File: src/rsw_map.svh
// Operation
// - In reset halt core, load registers, block interrupts; restart at 0x0000.
// - Reset leaves data memory intact; stack pointer still reinitialised.
// - Reset loads port latches with 0xff; weak pull-ups stay enabled.
// - Supply or software power-on reset drives reset pin low until timeout.
// - Hold reset below supply threshold, then pin low for 100 ms.
// - After reset the system clock is internal oscillator at 2 MHz.
// - Every reset exit enables watchdog with interval field 111b.
// - Power-on reset sets power_on_flag; any other reset clears it.
// - Software writing 1 to power_on_flag forces a full power-on reset.
// - Supply drop drives pin low, resets; recovery exits like power-on.
// - Low reset pin resets; exit 12 cycles after release, set pin flag.
// - Enabled clock-loss detection resets; flag reads 1 after, pin untouched.
// - Enabled comparator trip resets even without clock; flag reads 1 after.
// - Enabled low convert_start_input holds reset; flag reads 1 after.
// - 21-bit watchdog overflow forces reset without touching reset pin.
// - Writing 0xa5 enables and restarts the watchdog.
// - Disable only by 0xde then 0xad within 4 clocks.
// - Writing 0xff locks out disable until reset; no enable or restart.
// - Timeout is 4^(3+interval) clocks; interval written when bit 7 is 0.
// - Watchdog control read bit 4 shows watchdog active.
`ifndef RSW_MAP_SVH
`define RSW_MAP_SVH
`define RSW_CLK_MHZ 250
`define RSW_POR_TIME_MS 100
`define RSW_PIN_STRETCH 12
`define RSW_KEY_WIN 4
`define RSW_OFS_OSC 8'hb2
`define RSW_OFS_SRC 8'hef
`define RSW_OFS_WDT 8'hff
`define RSW_KEY_KICK 8'ha5
`define RSW_KEY_DIS1 8'hde
`define RSW_KEY_DIS2 8'had
`define RSW_KEY_LOCK 8'hff
`define RSW_WDT_INT_RST 3'h7
`define RSW_OSC_RST 8'h04
`define RSW_PORT_RST 8'hff
`define RSW_PC_RST 16'h0000
`define RSW_BIT_PIN 0
`define RSW_BIT_POR 1
`define RSW_BIT_MCD 2
`define RSW_BIT_WDT 3
`define RSW_BIT_CMP 5
`define RSW_BIT_CNV 6
`define RSW_BIT_WACT 4
`define RSW_BIT_WLOCK 7
`define RSW_BIT_MCDEN 7
`define RSW_BIT_IFRDY 4
`define RSW_BIT_CLKSL 3
`endif

File: src/rsw_pkg.sv
package rsw_pkg;
  // Reset sequencer states, one-hot
  typedef enum logic [3:0] {
    RSW_ST_POR = 4'b0001,
    RSW_ST_HOLD = 4'b0010,
    RSW_ST_STRETCH = 4'b0100,
    RSW_ST_RUN = 4'b1000
  } rsw_state_t;
  // Cause of the current or prior reset
  typedef struct packed {
    logic cnv;
    logic cmp;
    logic wdt;
    logic mcd;
    logic por;
    logic pin;
  } rsw_cause_t;
  // Register port request
  typedef struct packed {
    logic [7:0] addr;
    logic [7:0] wdata;
    logic wr;
    logic rd;
  } rsw_req_t;
endpackage : rsw_pkg

File: src/rsw_reset_ctrl.sv
`timescale 1ns/1ps
`include "rsw_map.svh"
module rsw_reset_ctrl #(
  parameter int POR_TIME_MS = `RSW_POR_TIME_MS,
  parameter int POR_CYC = POR_TIME_MS * `RSW_CLK_MHZ * 1000,
  parameter int WDT_W = 21
) (
  input wire logic CLK,
  input wire logic SYS_RST,
  input wire rsw_pkg::rsw_req_t REQ,
  output logic [7:0] RDATA,
  input wire logic SUPPLY_OK,
  input wire logic RST_PIN_IN,
  output logic RST_PIN_OUT,
  output logic RST_PIN_OE_N,
  input wire logic CNV_START_N,
  input wire logic CMP_PLUS_BELOW,
  input wire logic CLK_LOST,
  output logic CORE_RST,
  output logic [15:0] PC_INIT,
  output logic [7:0] PORT_INIT,
  output logic PULLUP_EN,
  output logic RAM_HOLD,
  output logic CLK_SEL_EXT,
  output logic [1:0] OSC_FREQ,
  output logic OSC_EN,
  output logic WDT_ACTIVE
);
  import rsw_pkg::*;

  localparam int STRETCH = `RSW_PIN_STRETCH;
  localparam int POR_LAST = (POR_CYC < 1) ? 0 : POR_CYC - 1;

  rsw_state_t state_r;
  rsw_state_t state_nxt;
  rsw_cause_t cause_r;
  rsw_cause_t flags_r;
  logic [31:0] cnt_r;
  logic cmp_en_r;
  logic cnv_en_r;
  logic mcd_en_r;
  logic clksl_r;
  logic iosc_en_r;
  logic [1:0] ifcn_r;
  logic sw_por_r;
  logic wdt_en_r;
  logic wdt_lock_r;
  logic [2:0] wdt_int_r;
  logic [WDT_W-1:0] wdt_cnt_r;
  logic [2:0] win_r;
  logic wdt_ovf;
  logic in_rst;
  logic bus_ok;
  logic wr_wdt;
  logic wr_src;
  logic wr_osc;
  logic [7:0] rdata_r;
  rsw_cause_t src_now;
  logic [4:0] stretch_cyc_r;

  // Timeout length 4^(3+n) clock periods
  function automatic logic [WDT_W-1:0] wdt_limit(input logic [2:0] n);
    logic [WDT_W:0] v;
    v = '0;
    v[6 + 2 * n] = 1'b1;
    wdt_limit = v[WDT_W-1:0] - 1'b1;
  endfunction : wdt_limit

  // Register write decode, shared by every register
  function automatic logic hit(input rsw_req_t q, input logic [7:0] a);
    hit = q.wr && (q.addr == a);
  endfunction : hit

  // Core reset holds while not running; comparator path skips the clock
  assign in_rst = (state_r != RSW_ST_RUN);
  assign CORE_RST = in_rst | (cmp_en_r & CMP_PLUS_BELOW);
  assign bus_ok = !in_rst;
  assign wr_wdt = bus_ok && hit(REQ, `RSW_OFS_WDT);
  assign wr_src = bus_ok && hit(REQ, `RSW_OFS_SRC);
  assign wr_osc = bus_ok && hit(REQ, `RSW_OFS_OSC);

  // Fixed reset values plus live oscillator and watchdog state presented to the core
  assign PC_INIT = `RSW_PC_RST;
  assign PORT_INIT = `RSW_PORT_RST;
  assign PULLUP_EN = 1'b1;
  assign RAM_HOLD = 1'b1;
  assign CLK_SEL_EXT = clksl_r;
  assign OSC_FREQ = ifcn_r;
  assign OSC_EN = iosc_en_r;
  assign WDT_ACTIVE = wdt_en_r;

  // Reset pin is open drain; only power-on resets, supply or software, pull it low
  assign RST_PIN_OUT = 1'b0;
  assign RST_PIN_OE_N = !(state_r == RSW_ST_POR);

  // Live reset sources seen while running
  always_comb begin
    src_now = '0;
    src_now.pin = !RST_PIN_IN;
    src_now.cnv = cnv_en_r && !CNV_START_N;
    src_now.cmp = cmp_en_r && CMP_PLUS_BELOW;
    src_now.mcd = mcd_en_r && CLK_LOST;
    src_now.wdt = wdt_ovf;
    src_now.por = sw_por_r;
  end

  // Sequencer next state
  always_comb begin
    state_nxt = state_r;
    case (state_r)
      RSW_ST_POR: begin
        if (SUPPLY_OK && cnt_r == POR_LAST) begin
          state_nxt = RSW_ST_RUN;
        end
      end
      RSW_ST_HOLD: begin
        if (!(src_now.pin || (cause_r.cnv && !CNV_START_N)
            || (cause_r.cmp && CMP_PLUS_BELOW)
            || (cause_r.mcd && CLK_LOST))) begin
          state_nxt = RSW_ST_STRETCH;
        end
      end
      RSW_ST_STRETCH: begin
        if (src_now.pin) begin
          state_nxt = RSW_ST_HOLD;
        end else if (cnt_r == 32'(STRETCH - 1)) begin
          state_nxt = RSW_ST_RUN;
        end
      end
      RSW_ST_RUN: begin
        if (src_now.por) begin
          state_nxt = RSW_ST_POR;
        end else if (|src_now) begin
          state_nxt = RSW_ST_HOLD;
        end
      end
      default: state_nxt = RSW_ST_POR;
    endcase
    if (!SUPPLY_OK) begin
      state_nxt = RSW_ST_POR;
    end
  end

  // Sequencer state register
  always_ff @(posedge CLK) begin
    if (SYS_RST) begin
      state_r <= RSW_ST_POR;
    end else begin
      state_r <= state_nxt;
    end
  end

  // Timeout counter, restarted on each state change
  always_ff @(posedge CLK) begin
    if (SYS_RST) begin
      cnt_r <= '0;
    end else if (state_nxt != state_r || !SUPPLY_OK) begin
      cnt_r <= '0;
    end else if (state_r != RSW_ST_RUN) begin
      cnt_r <= cnt_r + 32'h1;
    end
  end

  // Cause latched on reset entry
  always_ff @(posedge CLK) begin
    if (SYS_RST) begin
      cause_r <= '0;
    end else if (state_r == RSW_ST_RUN && state_nxt == RSW_ST_HOLD) begin
      cause_r <= src_now;
    end else if (state_nxt == RSW_ST_POR) begin
      cause_r <= '0;
    end
  end

  // Reset flags published on exit
  always_ff @(posedge CLK) begin
    if (SYS_RST) begin
      flags_r <= '0;
    end else if (in_rst && state_nxt == RSW_ST_RUN) begin
      if (state_r == RSW_ST_POR) begin
        flags_r <= '0;
        flags_r.por <= 1'b1;
      end else begin
        flags_r <= cause_r;
        flags_r.pin <= cause_r.pin || src_now.pin;
        flags_r.por <= 1'b0;
      end
    end
  end

  // Reset source enables; cleared by any reset
  always_ff @(posedge CLK) begin
    if (SYS_RST || in_rst) begin
      cmp_en_r <= 1'b0;
      cnv_en_r <= 1'b0;
      sw_por_r <= 1'b0;
    end else if (wr_src) begin
      cmp_en_r <= REQ.wdata[`RSW_BIT_CMP];
      cnv_en_r <= REQ.wdata[`RSW_BIT_CNV];
      sw_por_r <= REQ.wdata[`RSW_BIT_POR];
    end
  end

  // Oscillator control, defaults to internal 2 MHz
  always_ff @(posedge CLK) begin
    if (SYS_RST || in_rst) begin
      mcd_en_r <= 1'(`RSW_OSC_RST >> `RSW_BIT_MCDEN);
      clksl_r <= 1'b0;
      iosc_en_r <= 1'b1;
      ifcn_r <= 2'h0;
    end else if (wr_osc) begin
      mcd_en_r <= REQ.wdata[`RSW_BIT_MCDEN];
      clksl_r <= REQ.wdata[`RSW_BIT_CLKSL];
      iosc_en_r <= REQ.wdata[2];
      ifcn_r <= REQ.wdata[1:0];
    end
  end

  // Watchdog enable and disable lockout
  always_ff @(posedge CLK) begin
    if (SYS_RST || in_rst) begin
      wdt_en_r <= 1'b1;
      wdt_lock_r <= 1'b0;
    end else if (wr_wdt) begin
      if (REQ.wdata == `RSW_KEY_KICK) begin
        wdt_en_r <= 1'b1;
      end else if (REQ.wdata == `RSW_KEY_LOCK) begin
        wdt_lock_r <= 1'b1;
      end else if (REQ.wdata == `RSW_KEY_DIS2 && win_r != 3'h0
                   && !wdt_lock_r) begin
        wdt_en_r <= 1'b0;
      end
    end
  end

  // Disable window opened by the first key byte
  always_ff @(posedge CLK) begin
    if (SYS_RST || in_rst) begin
      win_r <= 3'h0;
    end else if (wr_wdt) begin
      if (REQ.wdata == `RSW_KEY_DIS1) begin
        win_r <= 3'(`RSW_KEY_WIN);
      end else begin
        win_r <= 3'h0;
      end
    end else if (win_r != 3'h0) begin
      win_r <= win_r - 3'h1;
    end
  end

  // Watchdog interval field
  always_ff @(posedge CLK) begin
    if (SYS_RST || in_rst) begin
      wdt_int_r <= `RSW_WDT_INT_RST;
    end else if (wr_wdt && !REQ.wdata[`RSW_BIT_WLOCK]) begin
      wdt_int_r <= REQ.wdata[2:0];
    end
  end

  // Watchdog timer and overflow
  assign wdt_ovf = wdt_en_r && (wdt_cnt_r == wdt_limit(wdt_int_r));
  always_ff @(posedge CLK) begin
    if (SYS_RST || in_rst) begin
      wdt_cnt_r <= '0;
    end else if (wr_wdt && REQ.wdata == `RSW_KEY_KICK) begin
      wdt_cnt_r <= '0;
    end else if (wdt_en_r && !wdt_ovf) begin
      wdt_cnt_r <= wdt_cnt_r + 1'b1;
    end
  end

  // Read data, valid the cycle after the strobe
  always_ff @(posedge CLK) begin
    if (SYS_RST) begin
      rdata_r <= 8'h00;
    end else if (REQ.rd) begin
      case (REQ.addr)
        `RSW_OFS_WDT:
          rdata_r <= {3'h0, wdt_en_r, 1'b0, wdt_int_r};
        `RSW_OFS_SRC:
          rdata_r <= {1'b0, flags_r.cnv, flags_r.cmp, 1'b0,
                      flags_r.wdt, flags_r.mcd, flags_r.por, flags_r.pin};
        `RSW_OFS_OSC:
          rdata_r <= {mcd_en_r, 2'h0, 1'b1, clksl_r, iosc_en_r, ifcn_r};
        default: rdata_r <= 8'h00;
      endcase
    end else begin
      rdata_r <= 8'h00;
    end
  end
  assign RDATA = rdata_r;

  // Cycles spent in the current stretch, counted apart from cnt_r
  always_ff @(posedge CLK) begin
    if (SYS_RST || state_r != RSW_ST_STRETCH) begin
      stretch_cyc_r <= 5'h0;
    end else begin
      stretch_cyc_r <= stretch_cyc_r + 5'h1;
    end
  end
endmodule : rsw_reset_ctrl

File: config.mk
export PLATFORM = sky130hd
export DESIGN_NAME = rsw_reset_ctrl
export DESIGN_NICKNAME = d
export VERILOG_FILES = /design/src/rsw_pkg.sv /design/src/rsw_reset_ctrl.sv
export VERILOG_INCLUDE_DIRS = /design/src
export SDC_FILE = /design/constraint.sdc
export NUM_CORES = 1
export LEC_CHECK = 0
export BUFFER_PORTS_ARGS = -buffer_cell sky130_fd_sc_hd__buf_4
export CORE_MARGIN = 5
export CORE_UTILIZATION = 35
export CTS_BUF_LIST = sky130_fd_sc_hd__clkbuf_2
export DETAILED_ROUTE_END_ITERATION = 16
export HOLD_SLACK_MARGIN = 0.08
export RECOVER_POWER = 100
export SYNTH_ARGS = -nofsm -noshare
export SYNTH_HDL_FRONTEND = slang
export SYNTH_SLANG_ARGS = --single-unit
File: constraint.sdc
create_clock -name CLK -period 3.1 [get_ports CLK]
set_input_delay 0.155 -clock CLK [delete_from_list [all_inputs] [get_ports CLK]]
set_output_delay 0.155 -clock CLK [all_outputs]
set_load 0.05 [all_outputs]
## Word level (Yosys, flattened, before mapping)

Index checks and enable logic that the tools add are counted.

- Register bits after elaboration: 92
- Input port bits: 25
- Output and inout port bits: 42
- Word-level logic and storage cells: 123

- Add/sub/neg operators: 5
- $lt $le $gt $ge: 2
- Equal/unequal tests: 20
- Muxes and demuxes: 20
- Bitwise gates (word level): 4
- Reduce and logical (&&, ||, !) cells: 46

Operators with widths:

| kind | count |
|---|---|
| $eq 8x8->1 const B | 7 |
| $add 32x1->32 const B | 1 |
| $eq 32x25->1 const B | 1 |
| $eq 32x4->1 const B | 1 |
| $mux 4 | 7 |
| $pmux 8 s3 | 1 |
| $logic_and 1x1->1 | 22 |
| $add 21x1->21 const B | 1 |
| $eq 21x21->1 | 1 |
| $sub 21x1->21 const B | 1 |
| $mux 6 | 3 |
| $pmux 4 s4 | 1 |
| $mux 3 | 3 |
| $eq 4x1->1 const B | 2 |
| $eq 4x2->1 const B | 2 |
| $eq 4x4->1 const B | 2 |
| $logic_not 1->1 | 8 |
| $logic_or 1x1->1 | 6 |
| $lt 5x6->1 const B | 1 |
| $reduce_and 3->1 | 2 |
| $reduce_bool 2->1 | 3 |
| $reduce_or 2->1 | 3 |
| $reduce_or 6->1 | 1 |
| $add 3x4->5 const A | 1 |
| 12 further kinds | 16 |

## Logic depth before layout (Yosys ltp)

Gate-level depths: netlist of the first run.

- Depth in word-level cells: 16
- Mapped depth: 10

## Worst setup path before layout of the first run

Ideal clock, no wire load.

- Path kind: register to register
- From: register wdt_int_r[0]
- To: register state_r[1]
- Library setup time: 0.080 ns
- Arrival: 2.150 ns
- Setup slack: 0.871 ns
- Cell stages (with the launch flop): 10
- Path buffers: 2
- Period minus slack after synthesis: 2.229 ns
- Cell sequence: dfxtp_1 buf_6 buf_8 or4b_1 o21ai_0 o2bb2ai_2 a211oi_2 nand4_2 a211o_1 a211oi_2

- Word-level cells in the longest chain between the ends: 13
- Elaborated cells on any way between the ends: 14

Ends and longest elaborated chain:

| element | line | text |
|---|---|---|
| start: declaration | rsw_reset_ctrl.sv:48 | `logic [2:0] wdt_int_r;` |
| start signal: assignment | rsw_reset_ctrl.sv:254 | `` wdt_int_r <= `RSW_WDT_INT_RST; `` |
| start signal: assignment | rsw_reset_ctrl.sv:256 | `wdt_int_r <= REQ.wdata[2:0];` |
| $add 3x4->5 (*) | rsw_reset_ctrl.sv:65 | `v[6 + 2 * n] = 1'b1;` |
| $lt 5x6->1 (not written as such) / $ge 5x1->1 (equally long branches) | rsw_reset_ctrl.sv:65 |  |
| $logic_and 1x1->1 (not written as such) | rsw_reset_ctrl.sv:65 |  |
| $mux 1 (not written as such) | rsw_reset_ctrl.sv:65 |  |
| $demux 1 s5 (*) | rsw_reset_ctrl.sv:65 |  |
| $sub 21x1->21 (*) | rsw_reset_ctrl.sv:66 | `wdt_limit = v[WDT_W-1:0] - 1'b1;` |
| $eq 21x21->1 (*) | rsw_reset_ctrl.sv:261 | `assign wdt_ovf = wdt_en_r && (wdt_cnt_r == wdt_limit(wdt_int_r));` |
| $logic_and 1x1->1 (*) | rsw_reset_ctrl.sv:261 |  |
| $reduce_or 6->1 (*) | rsw_reset_ctrl.sv:133 | `end else if (\|src_now) begin` |
| $mux 4 (*) | rsw_reset_ctrl.sv:133 |  |
| $mux 4 (*) | rsw_reset_ctrl.sv:131 | `if (src_now.por) begin` |
| $pmux 4 s4 (*) | rsw_reset_ctrl.sv:110 | `case (state_r)` |
| $mux 4 (*) | rsw_reset_ctrl.sv:139 | `if (!SUPPLY_OK) begin` |
| end signal: assignment | rsw_reset_ctrl.sv:149 | `state_r <= state_nxt;` |
| end: declaration | rsw_reset_ctrl.sv:34 | `rsw_state_t state_r;` |

Every way passes the cells marked *; elsewhere a longest branch is shown, timed or not.
A chain may end at the register's enable or synchronous reset.

## Worst setup path in the final report of the first run

- From: input REQ[14] (netlist bit)
- To: register rdata_r[4], in the netlist RDATA[4]

- Word-level cells in the longest chain between the ends: 2
- Elaborated cells on any way between the ends: 4

Ends and longest elaborated chain:

| element | line | text |
|---|---|---|
| start: declaration | rsw_reset_ctrl.sv:10 | `input wire rsw_pkg::rsw_req_t REQ,` |
| $eq 8x8->1 | rsw_reset_ctrl.sv:277 | `case (REQ.addr)` |
| $pmux 8 s3 (*) | rsw_reset_ctrl.sv:277 |  |
| end signal: assignment | rsw_reset_ctrl.sv:279 | `rdata_r <= {3'h0, wdt_en_r, 1'b0, wdt_int_r};` |
| end signal: assignment | rsw_reset_ctrl.sv:281 | `rdata_r <= {1'b0, flags_r.cnv, flags_r.cmp, 1'b0,` |
| end signal: assignment | rsw_reset_ctrl.sv:284 | `rdata_r <= {mcd_en_r, 2'h0, 1'b1, clksl_r, iosc_en_r, ifcn_r};` |
| end: declaration | rsw_reset_ctrl.sv:57 | `logic [7:0] rdata_r;` |

Marked as above.

==> results of run 1 <==
==> state kept, by name, summed over array words and instances, names as in the netlist, 2 cells and up <==
signal,cells
cnt_r,32
cause_r,5
win_r,3
RDATA,8
wdt_cnt_r,21
flags_r,6
OSC_FREQ,2
state_r,4
wdt_int_r,3
==> worst min-delay path: cells and delay by family <==
family,cells,cell delay [ns]
buffers and inverters,1,0.10
AND/OR/NAND/NOR,4,0.43
multiplexers,1,0.10
==> power by group <==
group / leakage [nW] / switching [W] / internal [W]
registers: 0.741 / 0.00000121 / 0.00119
logic: 1.15 / 0.000122 / 0.0000548
clock network: 0.0603 / 0.000434 / 0.000111
total: 1.95 / 0.000558 / 0.00135
==> metal layers <==
layer | vias up | wire [um] | track usage
li1 | 2279 | - | -
met4 | 0 | 206 | 0.0451
met1 | 2148 | 5800 | 0.188
met3 | 20 | 603 | 0.0371
met5 | - | 0 | 0
met2 | 113 | 5820 | 0.229
==> cell type report <==
| class | instances | area (sq um) | area share |
|---|---|---|---|
| multi-input cells | 486 | 2970 | 0.512 |
| repair buffers | 79 | 611 | 0.105 |
| inverters | 14 | 52.6 | 0.00906 |
| well taps | 184 | 230 | 0.0397 |
| clock buffers | 9 | 45.0 | 0.00776 |
| flip-flops and latches | 92 | 1840 | 0.318 |
| clock inverters | 7 | 51.3 | 0.00884 |
==> metrics by stage <==
stage          setup slack, ns  hold slack [ns]  std cells  total power, W  area (sq um)
2_1_floorplan            0.871            0.277        647         0.00135          5280
3_3_place_gp             0.478            0.424        824         0.00136          5490
3_5_place_dp             0.271            0.426        824         0.00136          5490
4_1_cts                  0.196            0.143        871         0.00194          5900
5_1_grt                 0.0403            0.215        871         0.00200          5800
6_report                0.0781            0.216        871         0.00191          5800
==> worst min-delay path by stage <==
stage                 start  slack (ns)  depth (start not counted)            to
global route        REQ[17]        0.22                          6      cmp_en_r
finish              REQ[17]        0.22                          6      cnv_en_r
CTS                 REQ[17]        0.14                          6      cmp_en_r
detailed placement   REQ[4]        0.43                          3  wdt_int_r[2]
global placement     REQ[4]        0.42                          3  wdt_int_r[2]
floorplan            REQ[3]        0.28                          2  wdt_int_r[1]
==> cell usage in the layout, fill, tap and decap left out, types with 3 or more instances in the layout <==
cell,synthesis,routed
ha_1,6,6
dfxtp_1,92,91
or3_1,11,11
xnor2_1,21,21
a21o_1,3,3
nand2b_1,11,11
nor3_1,10,10
buf_4,29,31
o21ai_0,18,18
a211oi_1,4,5
nand4_1,26,28
nor4_1,13,13
conb_1,2,29
or4b_1,3,3
clkbuf_2,0,9
a2111o_1,3,3
a22oi_1,4,4
nand2_1,60,60
nor3b_1,4,4
or4_1,4,4
o31ai_1,6,6
and2_1,4,4
nand3_1,28,28
a21oi_1,30,30
inv_1,14,14
mux2_2,4,4
mux2i_1,13,13
dlygate4sd3_1,0,31
nor2_1,75,75
and3_1,13,13
and4_1,5,5
nor2b_1,4,4
clkbuf_1,5,16
xor2_1,26,26
nor4b_1,3,3
==> what timing repair did <==
action	CTS	global route
gates resized for setup	0	1
hold buffers	31	0
setup endpoints to repair	0	17
hold endpoints to repair	45	0
==> cell families after synthesis <==
group	after synthesis
compound gates	99
xor+xnor	47
fa+ha+maj	6
buf+inv	69
flops	92
mux	17
other cells	2
simple gates	288
==> flow_summary_export.csv, run 1 <==
group,metric,value,unit
finish,utilization,0.399,
detailed_routing,vias,4560,
yosys,async_flop_share,0,
sta,setup_viol,0,
yosys,synth-adder-area-share,0.0145,
sta,rsz0062_at_grt,"false",
yosys,yosysUniqueCellTypes,70,
placed_design,io_buffers,39,
detailed_routing,wire_per_inst,14.3,um
cts,path_clk_slew,0.27,ns
sta,layout_min_cycle_time,3.02,ns
sta,finalHoldViolations,0,
sta,fin_skew,0.0369,ns
critical_path,crit_chain,"dlygate4sd3_1 -> buf_4 -> or4b_2 -> nor3_1 -> dlygate4sd3_1 -> buf_4 -> a31oi_1 -> dlygate4sd3_1 -> nor2_1 -> dlygate4sd3_1",
yosys,netlist.area_leader.share,0.355,
yosys,synth_mux_area_frac,0.0338,
critical_path,r2r_start,"wdt_int_r[0]",
cts,insertion_delay,0.60,ns
critical_path,r2r-end,"cause_r[5]",
cts,cts_setup_buffers,0,
critical_path,arrival,3.60,ns
yosys,synth_edf_count,0,
finish,syn_to_final_growth,12.0,%
floorplanning,core_area,14500,sq um
yosys,yosys-top-cells-count,"dfxtp_1, nor2_1, nand2_1, a21oi_1, buf_4",
cts,clock-root-buffer,"clkbuf_2",
critical_path,cp.depth,10,
finish,num_antenna_cells,0,
sta,setup_tns,0,ns
critical_path,r2r_setup_slack,0.34,ns
critical_path,crit_path_frequent_cell,"dlygate4sd3_1",
detailed_routing,drc,0,
critical_path,cp_slowest_cell,"dlygate4sd3_1",
detailed_routing,drtIter0Drc,275,
critical_path,critPathKind,"in -> reg",
grt,track_usage,0.143,
run_status,status,"finished clean",
grt,antenna_found_initial,0,
sta,worst_pin_slew,0.715,ns
yosys,synth_seq_cells,92,
critical_path,critPathMaxFanout,7,
yosys,yosysWarningCount,0,
yosys,ys.flop_type,"dfxtp_1",
pwr,power_density,329,nW/um^2
critical_path,setup.worst_path.end,"RDATA[4]",
placed_design,dp_hpwl,9020,um
grt,gr-total-overflow,0,
detailed_routing,first_pass_iters,5,
critical_path,cp-start-kind,"input pin",
yosys,syn_area,5180,sq um
yosys,synth.avg_cell_area,8.36,sq um
finish,drive_above_1_share,0.0990,
grt,grt_max_degree,33,
yosys,synth_cells,620,
floorplanning,floorplan.initialDensity,0.356,
placed_design,gp_congestion,0.881,
finish,fillers,1511,
yosys,synth_top_family_by_area,"simple AND/OR/NAND/NOR gates",
cts,clockBufferDepth,2,
hold_path,hold_class,"in -> reg",
cts,cts_max_level,3,
sta,relSlewSlack,0.523,
critical_path,worst_path_dominant_cell_family,"buffers and inverters",
yosys,yosysSeqAreaShare,0.355,
critical_path,startpoint,"REQ[14]",
floorplanning,die_w,132,um
yosys,synth_compound_area_frac,0.137,
yosys,synth-simple-area-share,0.295,
pwr,peakVddDrop,0.208,mV
cts,cts_tree,"yes",
cts,numCtsBuffers,9,
detailed_routing,routed_via_density,5.24,
critical_path,endpoint_kind,"flip-flop",
sta,fmax,331,MHz
critical_path,reg2reg_depth,7,
yosys,synth_top_area_cell,"dfxtp_1",
cts,cts.sinks,92,
grt,grt_pass1_vias,4298,
floorplanning,ios,67,
yosys,synth_most_common_cell,"dfxtp_1",
flow_run,maxCapViolCount,0,
yosys,synth_xor_area_frac,0.0794,
sta,fin_crit_sh,0.975,
critical_path,required,3.68,ns
floorplanning,die_h,132,um
detailed_routing,drt-total-wl,12400,um
floorplanning,dieArea,17300,sq um
finish,fin_nets,713,
floorplanning,num_rows,44,
sta,slew_violations,0,
critical_path,cp_num_buf_inv,6,
yosys,synth.area.top_cells,"dfxtp_1, nor2_1, xor2_1",
critical_path,critPathMaxStageDelay,0.60,ns
detailed_routing,ant_nets,0,
grt,grt_first_pass_wirelength,21100,um
pwr,p_leak,1.95,nW
Note: power is estimated with default switching activity, not from simulation.
==> run 2, diff against run 1 <==
==> constraint.sdc (replaced) <==
create_clock -name CLK -period 3.1 [get_ports CLK]
set_input_delay 0 -clock CLK [delete_from_list [all_inputs] [get_ports CLK]]
set_output_delay 0 -clock CLK [all_outputs]
set_load 0.01 [all_outputs]
==> run 2 against run 1 <==
Compared with the run above: clock skew barely moved; via count down 0.46%; sequential cell count did not move; global-route usage is 0.072 points higher; clock power about the same; non-clock buffer count up 3; largest cell class unchanged; largest power group unchanged.
==> flow_summary_export.csv, run 2 (synthesized netlist as in run 1, its figures left out) <==
group,metric,value,unit
floorplanning,dieArea,17300,sq um
finish,final_common_cell,"dfxtp_1",
pwr,p_leak,1.96,nW
placed_design,dp.cells,824,
critical_path,cp_slowest_cell,"or4b_2",
pwr,switching_share,0.270,
pwr,p_seq_frac,0.641,
grt,antenna_found_initial,0,
sta,setup_tns,0,ns
critical_path,crit_path_frequent_cell,"dlygate4sd3_1",
detailed_routing,wire_per_inst,14.3,um
pwr,peakVddDrop,0.207,mV
sta,fin_skew,0.0371,ns
sta,fin_crit_sh,0.922,
finish,fin_nets,716,
critical_path,endpoint_kind,"flip-flop",
critical_path,crit_chain,"dlygate4sd3_1 -> buf_4 -> or4b_2 -> nor3_1 -> dlygate4sd3_1 -> buf_4 -> a31oi_1 -> dlygate4sd3_1 -> nor2_1 -> dlygate4sd3_1",
critical_path,required,3.68,ns
detailed_routing,drtIter0Drc,248,
detailed_routing,first_pass_iters,5,
detailed_routing,drt-total-wl,12500,um
cts,cts_tree,"yes",
pwr,power_density,318,nW/um^2
sta,fin_hold_ws,0.240,ns
sta,slew_violations,0,
detailed_routing,routed_via_density,5.19,
sta,rsz0062_at_grt,"false",
cts,clock-root-buffer,"clkbuf_2",
critical_path,worst_path_dominant_cell_family,"buffers and inverters",
finish,drive_above_1_share,0.0986,
grt,grt_max_degree,33,
cts,clockBufferDepth,2,
floorplanning,num_rows,44,
floorplanning,die_h,132,um
detailed_routing,vias,4539,
critical_path,cp_num_buf_inv,6,
detailed_routing,drc,0,
pwr,clock_power_share,0.293,
grt,grt_pass1_vias,4329,
finish,largest-register,"cnt_r",
pwr,combPwrFrac,0.066,
finish,syn_to_final_growth,12.8,%
finish,utilization,0.402,
grt,track_usage,0.143,
grt,gr-total-overflow,0,
floorplanning,floorplan.initialDensity,0.356,
floorplanning,core_area,14500,sq um
critical_path,cp-start-kind,"input pin",
run_status,status,"finished clean",
placed_design,gp_congestion,0.881,
sta,setup_viol,0,
pwr,power.switching,0.000502,W
cts,cts.sinks,92,
floorplanning,ios,67,
pwr,report.power.total,0.00186,W
cts,path_clk_slew,0.27,ns
finish,largest_reg_flops,32,
cts,insertion_delay,0.60,ns
critical_path,critPathMaxStageDelay,0.59,ns
flow_run,maxCapViolCount,0,
floorplanning,die_w,132,um
hold_path,hold_class,"in -> reg",
sta,relSlewSlack,0.515,
finish,final_cell_mix,"dfxtp_1, nor2_1, nand2_1, dlygate4sd3_1, buf_4",
finish,finalNonFillerCells,874,
pwr,p_int,0.00135,W
grt,grt_first_pass_wirelength,21300,um
cts,numCtsBuffers,9,
cts,cts_max_level,3,
sta,worst_pin_slew,0.727,ns
critical_path,critPathMaxFanout,7,
critical_path,arrival,3.44,ns
placed_design,dp_hpwl,9020,um
sta,fmax,350,MHz
sta,layout_min_cycle_time,2.86,ns
detailed_routing,ant_nets,0,
critical_path,critPathKind,"in -> reg",
placed_design,io_buffers,39,
finish,num_antenna_cells,0,
sta,finalHoldViolations,0,
run 2: cell types whose count changed in the layout (fill, tap and decap cells not counted):
cell | before | now
dlygate4sd3_1 | 31 | 34
o41ai_2 | 1 | 0
o41ai_4 | 0 | 1
run 2: metrics by stage:
step                      setup WS, ns  area (sq um)
after floorplan                  0.871          5280
after global placement           0.478          5490
after detailed placement         0.271          5490
after CTS                        0.196          5930
after global routing            0.0810          5840
final                            0.241          5840
run 2: power by group through the flow:
stage / Sequential [W] / Clock, W / Combinational, W
finish: 0.00119 / 0.000545 / 0.000122
global route: 0.00119 / 0.000619 / 0.000133
detailed placement: 0.00121 / 0 / 0.0000960
global placement: 0.00121 / 0 / 0.0000946
CTS: 0.00119 / 0.000577 / 0.000119
floorplan: 0.00121 / 0 / 0.0000841
run 2: timing repair:
action,4_1_cts,5_1_grt
endpoints found under the setup margin,0,17
hold endpoints to repair,59,0
buffers inserted,0,0
hold buffers,34,0
resized for setup,0,1
run 2: metal layers:
layer  vias up  part of all wire  GRT usage
met5         -                 0          0
met4         0             0.015     0.0440
met3        18             0.047     0.0367
met2       101              0.47      0.231
met1      2136              0.47      0.188
li1       2284                 -          -
run 2: cell type report:
type / count / area (sq um)
Fill cell: 1504 / 8690
Multi-Input combinational cell: 486 / 2980
Sequential cell: 92 / 1840
Timing Repair Buffer: 82 / 641
Tap cell: 184 / 230
Inverter: 14 / 52.6
Clock inverter: 7 / 51.3
Clock buffer: 9 / 45.0
run 2: worst paths after layout:
kind         slack, ns         end  cells past startpoint          from
max               0.24    RDATA[4]                     10       REQ[14]
min               0.24  flags_r[3]                      3       SYS_RST
max reg2reg       0.33  cause_r[5]                      7  wdt_int_r[0]
min reg2reg       0.47  flags_r[3]                      2    flags_r[3]
run 2: worst min-delay path: cells and delay by family:
family	cells	cell delay [ns]
buffers and inverters	2	0.78
AOI/OAI and AO/OA	1	0.06
